**src/hdl/io_port_pkg.sv**
```systemverilog
// Constants for the programmable I/O port block and its host bus decoder.
// Assumes a single 100 MHz clock and a plain register port of 8-bit data.
package io_port_pkg;
    localparam int NPORT = 7;
    localparam int PW = 8;
    localparam int AW = 6;
    // First port index that owns a per-pin control register.
    localparam int CTL_FIRST = 4;
    // Ports below this index hold input macrocells.
    localparam int IMC_PORTS = 3;
    // Ports that carry the low and high data bytes of a 16-bit bus.
    localparam int DATA_LO_PORT = 5;
    localparam int DATA_HI_PORT = 6;
    // Register index within one port block, port number in bits 5:3.
    localparam logic [2:0] REG_DOUT = 3'h0;
    localparam logic [2:0] REG_DIR = 3'h1;
    localparam logic [2:0] REG_CTL = 3'h2;
    localparam logic [2:0] REG_PIN = 3'h3;
    localparam logic [2:0] REG_MCELL = 3'h4;
    localparam logic [AW-1:0] REG_BUSCFG = 6'h38;
    localparam logic [PW-1:0] RST_DOUT = 8'h00;
    localparam logic [PW-1:0] RST_DIR = 8'h00;
    localparam logic [PW-1:0] RST_CTL = 8'h00;
    localparam logic [2:0] RST_BUSCFG = 3'h0;
    localparam int SYNC_STAGES = 2;
    // Output source chosen by programmed setup.
    localparam logic [1:0] SRC_DOUT = 2'h0;
    localparam logic [1:0] SRC_ADDR = 2'h1;
    localparam logic [1:0] SRC_MCELL = 2'h2;
    localparam logic [1:0] SRC_CS = 2'h3;
    // Input macrocell kind.
    localparam logic [1:0] IMC_DIRECT = 2'h0;
    localparam logic [1:0] IMC_LATCH = 2'h1;
    localparam logic [1:0] IMC_REG = 2'h2;
    typedef enum logic [1:0] {
        MODE_WR_RD_BHE,
        MODE_RD_WRL_WRH,
        MODE_SIZE
    } bus_mode_t;
endpackage : io_port_pkg

```
**src/hdl/io_port_block.sv**
```systemverilog
// Seven programmable I/O ports with host bus byte-lane and address decode.
// Assumes pin and host bus inputs are asynchronous and the logic array
// signals come from logic on the same clock.
`timescale 1ns/1ps
`default_nettype none
module io_port_block #(
    parameter int NP = io_port_pkg::NPORT,
    parameter int W = io_port_pkg::PW
) (
    input wire logic ref_clk_i,
    input wire logic nrst_i,
    input wire logic ce_i,
    input wire logic [io_port_pkg::AW-1:0] addr_i,
    input wire logic [W-1:0] wdata_i,
    input wire logic wr_i,
    input wire logic rd_i,
    output logic [W-1:0] rdata_o,
    input wire logic [NP*W-1:0] pin_i,
    output logic [NP*W-1:0] pin_o,
    output logic [NP*W-1:0] pin_oe_o,
    input wire logic [NP*2-1:0] setup_src_i,
    input wire logic [NP*W-1:0] logic_out_i,
    input wire logic [NP*W-1:0] logic_oe_i,
    input wire logic [NP*W-1:0] logic_cs_i,
    input wire logic [io_port_pkg::IMC_PORTS*2-1:0] imc_kind_i,
    input wire logic [io_port_pkg::IMC_PORTS-1:0] imc_clk_sel_i,
    input wire logic imc_clk_term_i,
    output logic [io_port_pkg::IMC_PORTS*W-1:0] imc_o,
    input wire logic data_port_en_i,
    input wire logic [15:0] host_dout_i,
    output logic [15:0] host_din_o,
    input wire logic [2:0] bus_control_inputs_n_i,
    input wire logic high_write_pin_n_i,
    input wire logic strobe_pin_i,
    input wire logic a0_i,
    input wire logic [2:0] addr_lo_i,
    input wire logic [15:0] ad_i,
    output logic [18:0] bus_addr_o,
    output logic bus_rd_o,
    output logic bus_wr_o,
    output logic lane_lo_o,
    output logic lane_hi_o
);
    import io_port_pkg::*;

    ////////////////////////////////////////////////////////////////////////
    // Input synchronisers: pins and host bus are asynchronous.
    localparam int BW = NP*W + 3 + 1 + 1 + 1 + 3 + 16;
    logic [BW-1:0] sync1_q, sync2_q;
    always_ff @(posedge ref_clk_i or negedge nrst_i) begin
        if (!nrst_i) begin
            sync1_q <= '0;
            sync2_q <= '0;
        end else if (ce_i) begin
            sync1_q <= {pin_i, bus_control_inputs_n_i, high_write_pin_n_i,
                        strobe_pin_i, a0_i, addr_lo_i, ad_i};
            sync2_q <= sync1_q;
        end
    end
    wire [NP*W-1:0] pin_s = sync2_q[BW-1 -: NP*W];
    wire [2:0] ctl_n_s = sync2_q[24:22];
    wire hwr_n_s = sync2_q[21];
    wire stb_s = sync2_q[20];
    wire a0_s = sync2_q[19];
    wire [2:0] alo_s = sync2_q[18:16];
    wire [15:0] ad_s = sync2_q[15:0];

    ////////////////////////////////////////////////////////////////////////
    // Host register port.
    logic [NP*W-1:0] dout_q, dir_q, ctl_q;
    logic [2:0] buscfg_q;
    wire [2:0] rport = addr_i[5:3];
    wire [2:0] rreg = addr_i[2:0];
    wire port_ok = (int'(rport) < NP);
    wire ctl_ok = (int'(rport) >= CTL_FIRST);
    wire hit_cfg = (addr_i == REG_BUSCFG);

    function automatic logic [W-1:0] pick(input logic [NP*W-1:0] v,
                                          input logic [2:0] p);
        pick = v[p*W +: W];
    endfunction : pick

    always_ff @(posedge ref_clk_i or negedge nrst_i) begin
        if (!nrst_i) begin
            dout_q <= {NP{RST_DOUT}};
            dir_q <= {NP{RST_DIR}};
            ctl_q <= {NP{RST_CTL}};
            buscfg_q <= RST_BUSCFG;
        end else if (ce_i && wr_i) begin
            if (port_ok && rreg == REG_DOUT)
                dout_q[rport*W +: W] <= wdata_i;
            if (port_ok && rreg == REG_DIR)
                dir_q[rport*W +: W] <= wdata_i;
            if (port_ok && ctl_ok && rreg == REG_CTL)
                ctl_q[rport*W +: W] <= wdata_i;
            if (hit_cfg)
                buscfg_q <= wdata_i[2:0];
        end
    end

    wire [W-1:0] mcell_rd = (int'(rport) < IMC_PORTS) ?
        imc_o[rport*W +: W] : pick(logic_out_i, rport);
    wire [W-1:0] rd_mux =
        hit_cfg ? {{(W-3){1'b0}}, buscfg_q} :
        !port_ok ? '0 :
        (rreg == REG_DOUT) ? pick(dout_q, rport) :
        (rreg == REG_DIR) ? pick(dir_q, rport) :
        (rreg == REG_CTL) ? pick(ctl_q, rport) :
        (rreg == REG_PIN) ? pick(pin_s, rport) :
        (rreg == REG_MCELL) ? mcell_rd : '0;
    always_ff @(posedge ref_clk_i or negedge nrst_i) begin
        if (!nrst_i)
            rdata_o <= '0;
        else if (ce_i)
            rdata_o <= rd_i ? rd_mux : '0;
    end

    ////////////////////////////////////////////////////////////////////////
    // Host bus decode.
    wire [1:0] mode = buscfg_q[1:0];
    wire latch_en = buscfg_q[2];
    logic stb_q;
    logic [15:0] upper_q;
    wire stb_fall = stb_q && !stb_s;
    always_ff @(posedge ref_clk_i or negedge nrst_i) begin
        if (!nrst_i) begin
            stb_q <= 1'b0;
            upper_q <= '0;
        end else if (ce_i) begin
            stb_q <= stb_s;
            if (!latch_en || stb_fall)
                upper_q <= ad_s;
        end
    end

    logic rd_d, wr_d, lo_d, hi_d;
    always_comb begin
        rd_d = 1'b0;
        wr_d = 1'b0;
        lo_d = 1'b0;
        hi_d = 1'b0;
        case (mode)
            MODE_WR_RD_BHE: begin
                wr_d = !ctl_n_s[0];
                rd_d = !ctl_n_s[1];
                lo_d = !a0_s;
                hi_d = !ctl_n_s[2];
            end
            MODE_RD_WRL_WRH: begin
                rd_d = !ctl_n_s[1];
                wr_d = !ctl_n_s[0] || !hwr_n_s;
                lo_d = rd_d || !ctl_n_s[0];
                hi_d = rd_d || !hwr_n_s;
            end
            MODE_SIZE: begin
                rd_d = !ctl_n_s[1] && ctl_n_s[0];
                wr_d = !ctl_n_s[1] && !ctl_n_s[0];
                hi_d = !ctl_n_s[2] || !a0_s;
                lo_d = !ctl_n_s[2] || a0_s;
            end
            default: begin
                rd_d = 1'b0;
            end
        endcase
    end

    always_ff @(posedge ref_clk_i or negedge nrst_i) begin
        if (!nrst_i) begin
            bus_addr_o <= '0;
            bus_rd_o <= 1'b0;
            bus_wr_o <= 1'b0;
            lane_lo_o <= 1'b0;
            lane_hi_o <= 1'b0;
        end else if (ce_i) begin
            bus_addr_o <= {upper_q, alo_s};
            bus_rd_o <= rd_d;
            bus_wr_o <= wr_d;
            lane_lo_o <= lo_d;
            lane_hi_o <= hi_d;
        end
    end

    ////////////////////////////////////////////////////////////////////////
    // Output multiplexer and driver enable per pin.
    logic [NP*W-1:0] pin_d, oe_d;
    wire dport_rd = data_port_en_i && rd_d;
    always_comb begin
        pin_d = '0;
        oe_d = '0;
        for (int p = 0; p < NP; p++) begin
            for (int b = 0; b < W; b++) begin
                logic [1:0] sel;
                sel = setup_src_i[p*2 +: 2];
                if (p >= CTL_FIRST)
                    sel = ctl_q[p*W+b] ? SRC_ADDR : SRC_DOUT;
                case (sel)
                    SRC_DOUT: pin_d[p*W+b] = dout_q[p*W+b];
                    SRC_ADDR: pin_d[p*W+b] = upper_q[(p*W+b) % 16];
                    SRC_MCELL: pin_d[p*W+b] = logic_out_i[p*W+b];
                    SRC_CS: pin_d[p*W+b] = logic_cs_i[p*W+b];
                    default: pin_d[p*W+b] = 1'b0;
                endcase
                oe_d[p*W+b] = logic_oe_i[p*W+b] | dir_q[p*W+b];
            end
        end
        if (data_port_en_i) begin
            pin_d[DATA_LO_PORT*W +: 8] = host_dout_i[7:0];
            pin_d[DATA_HI_PORT*W +: 8] = host_dout_i[15:8];
            oe_d[DATA_LO_PORT*W +: 8] = {8{dport_rd && lo_d}};
            oe_d[DATA_HI_PORT*W +: 8] = {8{dport_rd && hi_d}};
        end
    end

    always_ff @(posedge ref_clk_i or negedge nrst_i) begin
        if (!nrst_i) begin
            pin_o <= '0;
            pin_oe_o <= '0;
            host_din_o <= '0;
        end else if (ce_i) begin
            pin_o <= pin_d;
            pin_oe_o <= oe_d;
            host_din_o <= {pick(pin_s, 3'(DATA_HI_PORT)),
                           pick(pin_s, 3'(DATA_LO_PORT))};
        end
    end

    ////////////////////////////////////////////////////////////////////////
    // Input macrocells. The latch is modelled as a clocked follower, so it
    // trails the pin by one cycle while open; a true latch would glitch.
    logic [IMC_PORTS*W-1:0] cell_q;
    logic [IMC_PORTS-1:0] cclk_q;
    logic [IMC_PORTS-1:0] cclk;
    logic [IMC_PORTS*W-1:0] imc_d;
    always_comb begin
        imc_d = '0;
        for (int p = 0; p < IMC_PORTS; p++) begin
            cclk[p] = imc_clk_sel_i[p] ? imc_clk_term_i : stb_s;
            case (imc_kind_i[p*2 +: 2])
                IMC_DIRECT: imc_d[p*W +: W] = pin_s[p*W +: W];
                IMC_LATCH: imc_d[p*W +: W] = cclk[p] ?
                    pin_s[p*W +: W] : cell_q[p*W +: W];
                IMC_REG: imc_d[p*W +: W] = (cclk[p] && !cclk_q[p]) ?
                    pin_s[p*W +: W] : cell_q[p*W +: W];
                default: imc_d[p*W +: W] = pin_s[p*W +: W];
            endcase
        end
    end
    always_ff @(posedge ref_clk_i or negedge nrst_i) begin
        if (!nrst_i) begin
            cell_q <= '0;
            cclk_q <= '0;
            imc_o <= '0;
        end else if (ce_i) begin
            cell_q <= imc_d;
            cclk_q <= cclk;
            imc_o <= imc_d;
        end
    end
endmodule : io_port_block
`default_nettype wire

```
**config.mk**
```make
export PLATFORM = sky130hd
export DESIGN_NAME = io_port_block
export DESIGN_NICKNAME = d
export VERILOG_FILES = /design/src/hdl/io_port_pkg.sv /design/src/hdl/io_port_block.sv
export SDC_FILE = /design/constraint.sdc
export NUM_CORES = 1
export LEC_CHECK = 0
export ABC_AREA = 1
export BUFFER_PORTS_ARGS = -buffer_cell sky130_fd_sc_hd__buf_2
export CAP_MARGIN = 20
export CORE_ASPECT_RATIO = 1.1
export CORE_MARGIN = 5
export CORE_UTILIZATION = 50
export CTS_CLUSTER_DIAMETER = 150
export DETAILED_ROUTE_END_ITERATION = 8
export GPL_ROUTABILITY_DRIVEN = 0
export GPL_TIMING_DRIVEN = 1
export PLACE_DENSITY = 0.77
export SLEW_MARGIN = 20
export SYNTH_ARGS = -nofsm -noshare
export SYNTH_HDL_FRONTEND = slang
export SYNTH_SLANG_ARGS = --single-unit
```
**constraint.sdc**
```tcl
create_clock -name ref_clk_i -period 1.55 [get_ports ref_clk_i]
set_input_delay 0.2325 -clock ref_clk_i [delete_from_list [all_inputs] [get_ports ref_clk_i]]
set_output_delay 0.2325 -clock ref_clk_i [all_outputs]
set_load 0.1 [all_outputs]
```
==> results.md <==
* CTS tree: built
* Total wire length after detailed routing at 94000 um
* IO Port Bufs at 461
* Post-synthesis cell area at 23900 um^2
* Clock latency reported for the late side of the worst-skew pair at 0.61 ns
* Number of antenna-violating nets in the routed design at 0
* # fillers at 3517
* Routed wirelength normalized by instance count at 21.6 um
* Time the worst path needs with I/O delays and setup at 1.54 ns
* Result of the run: finished, final reports clean
* Die Area at 52300 um^2
* Slowest cell on the critical path: sky130_fd_sc_hd__dfrtp_1
* Power per unit of standard cell area at 1210 nW/um^2
* Final-layout worst hold slack at 0.0348 ns
* Leakage power summed over all cells at 0.0166 uW
* Synthesized area divided by synthesized cell count at 8.37 um^2
* Largest stage delay on the critical path at 0.38 ns
* Number of instances in the synthesized netlist at 2854
* Max rail drop VDD at 0.00100 V
* Required time of the critical path at 1.32 ns
* Share of layout cells above drive strength 1 at 24.7%
* Global route total overflow at 0
* Highest attainable clock frequency at 650 MHz
* First-pass GRT wire length at 142000 um
* Total buffers and inverters traversed by the critical path at 1
* Nature of the critical path startpoint: register
* Initial cell density of the core at 50.2%
* Total Nets Final at 3967
* Final HPWL DP at 66200 um
* Distinct cell type count of the synthesized netlist at 40
* CP Data Arrival Time at 1.31 ns
* Starting DRT DRC Count at 2818
* Vias in the first global route at 24500
* Share of the clock period used by the worst path after layout at 99.3%
* Vertical die dimension at 239 um
* Fin. max-slew vios at 0
* Transition time at the pin with the least slew margin at 0.821 ns
* Worst setup path startpoint: pin_oe_o[28]
* Worst-path clk slew at 0.07 ns
* Kind of cell adding the most delay to the critical path: flip-flops
* Number of clock sinks at 536
* Utilization after layout at 70.6%
* Sort of element at the end of the critical path: output port
* Area growth syn-to-layout at 40.7%
* Predominant post-synthesis flop cell: sky130_fd_sc_hd__dfrtp_1
* Relative slew margins at 44.7%
* Total via count after detailed routing at 24300
* Hold Crit Start: logic_out_i[7]
* Post-detailed-route DRC marker count at 0
* Die width at 218 um
* Final critical-path setup slack at 0.0112 ns
* Place WS at -0.448 ns
* Number of violations of the max-capacitance limit at 0
* Hold crit path type: in2reg
* R2R Setup Slk at 0.02 ns
* Number of iterations in the first detailed-routing pass at 6
* Category of the critical setup timing path: reg2out
* Setup Viol. Count Final at 0
* CTS Buf Count at 54
* Total global routing track utilization at 35.2%
* Final hold violation count at 0
* Cells along the critical path: buf_4
* Worst-path maximum fanout at 2
* Area of the placeable core at 47600 um^2
* Synth warn at 0
* FF-to-FF Start: sync2_q[20]
* Number of buffers between clock root and the deepest sink at 3
* Post-synth EDFFs at 0
* FP Rows at 84
* Initial antenna violation count at 11
* Top Ports at 492
* Pin count of the biggest net entering global routing at 71
* Average vias per placed instance at 5.60
* Htree depth at 2
* Number of nets in the synthesized netlist at 3168
* #FFs+latches synth at 536
* Proportion of synthesized flip-flops having asynchronous set or reset at 100%
* Clock root cell: sky130_fd_sc_hd__clkbuf_16
* Maximum clock skew at final layout at 0.0149 ns
* Unrepaired setup endpoints after global routing: yes
* Post-synthesis sequential area ratio at 56.1%
[path summary, 6_finish.rpt]
path / depth (start not counted) / end
worst min register to register: 0 / ctl_q[1]
worst min-delay path: 5 / pin_o[7]
worst max-delay path: 1 / pin_oe_o[28]
max in group asynchronous: 4 / cell_q[17]
min in group asynchronous: 2 / pin_o[38]
worst max register to register: 6 / cell_q[4]
[kinds of logic after synthesis]
| group | count (synthesis) | synth area share (%) |
|---|---|---|
| simple gates | 1313 | 21.8 |
| compound gates | 655 | 15.4 |
| flops | 536 | 56.1 |
| buf+inv | 322 | 5.38 |
| mux | 23 | 1.06 |
| fa+ha+maj | 5 | 0.262 |
[timing repair]
item                                    in CTS  in global routing
gates resized for setup                    231                 76
setup buffers                                0                  5
gates cloned                                 0                  1
endpoints found under the setup margin     202                 89
hold buffers                               189                  0
pin swaps                                    1                 15
endpoints found under the hold margin      417                  0
[synthesized netlist by cell type, drive strengths merged, types with 16 or more instances]
cell type / instances / area [um^2]
a21oi: 90 / 450
a221oi: 21 / 184
a31oi: 16 / 100
buf: 55 / 283
clkbuf: 102 / 383
dfrtp: 536 / 13400
inv: 165 / 619
mux2: 18 / 203
nand2: 1097 / 4140
nand3: 80 / 410
nor2: 102 / 410
o211ai: 31 / 233
o21ai: 438 / 2190
o221ai: 19 / 166
[flip-flops by register name, summed over array words and instances (netlist names), 3 cells and up]
name / flops
cell_q: 24
sync1_q: 81
dir_q: 56
pin_oe_o: 56
sync2_q: 81
host_din_o: 16
rdata_o: 8
bus_addr_o: 19
ctl_q: 56
cclk_q: 3
pin_o: 56
dout_q: 56
upper_q: 16
buscfg_q: 3
[layer usage]
layer / vias to the layer above / track usage, % / share of wire [%]
met5: - / 0 / 0.081
met3: 386 / 7.82 / 9.3
met4: 12 / 18.1 / 6.8
li1: 11000 / - / -
met1: 11400 / 43.4 / 36
met2: 1500 / 58.5 / 48
[worst register-to-register path: cells and delay by family, from the launching register on]
family | cells | cell delay [ns]
compound gates | 3 | 0.56
buf+inv | 2 | 0.31
flops | 1 | 0.46
simple gates | 1 | 0.07
[per-stage QoR]
stage	cells	total power (uW)	instance area (um^2)	setup TNS, ns
finish	4348	40800	33600	0
global route	4346	42200	33600	-0.449
CTS	4338	40600	33300	0
detailed placement	4047	25400	28800	-55.96
global placement	4047	25200	28800	-48.44
floorplan	2854	22200	24100	-74.92
[placed cells by master (no fill, tap or decap), types with 6 or more instances in the layout]
master                          synthesis  routed
sky130_fd_sc_hd__a21oi_2                0       6
sky130_fd_sc_hd__dfrtp_1              536     521
sky130_fd_sc_hd__dfrtp_2                0      15
sky130_fd_sc_hd__a21oi_1               90      84
sky130_fd_sc_hd__bufinv_16              0      10
sky130_fd_sc_hd__nand2_1             1092    1075
sky130_fd_sc_hd__nand2_2                4      18
sky130_fd_sc_hd__inv_1                156     152
sky130_fd_sc_hd__o211ai_1              31      31
sky130_fd_sc_hd__buf_8                  0      11
sky130_fd_sc_hd__dlygate4sd3_1          0     189
sky130_fd_sc_hd__inv_2                  9      11
sky130_fd_sc_hd__clkbuf_16              0      58
sky130_fd_sc_hd__clkbuf_1             102      12
sky130_fd_sc_hd__o21ai_1                1      17
sky130_fd_sc_hd__a41oi_1               11      11
sky130_fd_sc_hd__a22o_1                13      13
sky130_fd_sc_hd__o21ai_0              437     417
sky130_fd_sc_hd__nor2_1                97      94
sky130_fd_sc_hd__clkinv_2               0      11
sky130_fd_sc_hd__nor3_1                 8       6
sky130_fd_sc_hd__buf_12                 0      36
sky130_fd_sc_hd__o22ai_1                8       8
sky130_fd_sc_hd__a31oi_1               16      13
sky130_fd_sc_hd__buf_6                  2      51
sky130_fd_sc_hd__nand3_1               78      76
sky130_fd_sc_hd__buf_4                  4     337
sky130_fd_sc_hd__o221ai_1              19      17
sky130_fd_sc_hd__mux2_4                 0      12
sky130_fd_sc_hd__a221oi_1              21      21
sky130_fd_sc_hd__buf_2                 37     275
sky130_fd_sc_hd__nand4_1                6       6
sky130_fd_sc_hd__clkbuf_8               0       7
[power by group]
group	switching, uW	leakage [uW]	internal (uW)
registers	1020	0.00687	15200
clock network	5700	0.000960	8720
logic	7360	0.00875	2870
[layout make-up]
class	count	area [um^2]	area share [%]
multi-input cells	1996	9490	28.2
repair buffers	900	7280	21.7
clock buffers	76	1570	4.66
diodes	4	10.0	0.0298
inverters	165	632	1.88
well taps	645	807	2.40
flip-flops and latches	536	13400	40.0
clock inverters	26	395	1.18
Note: power is estimated with default switching activity, not from simulation.
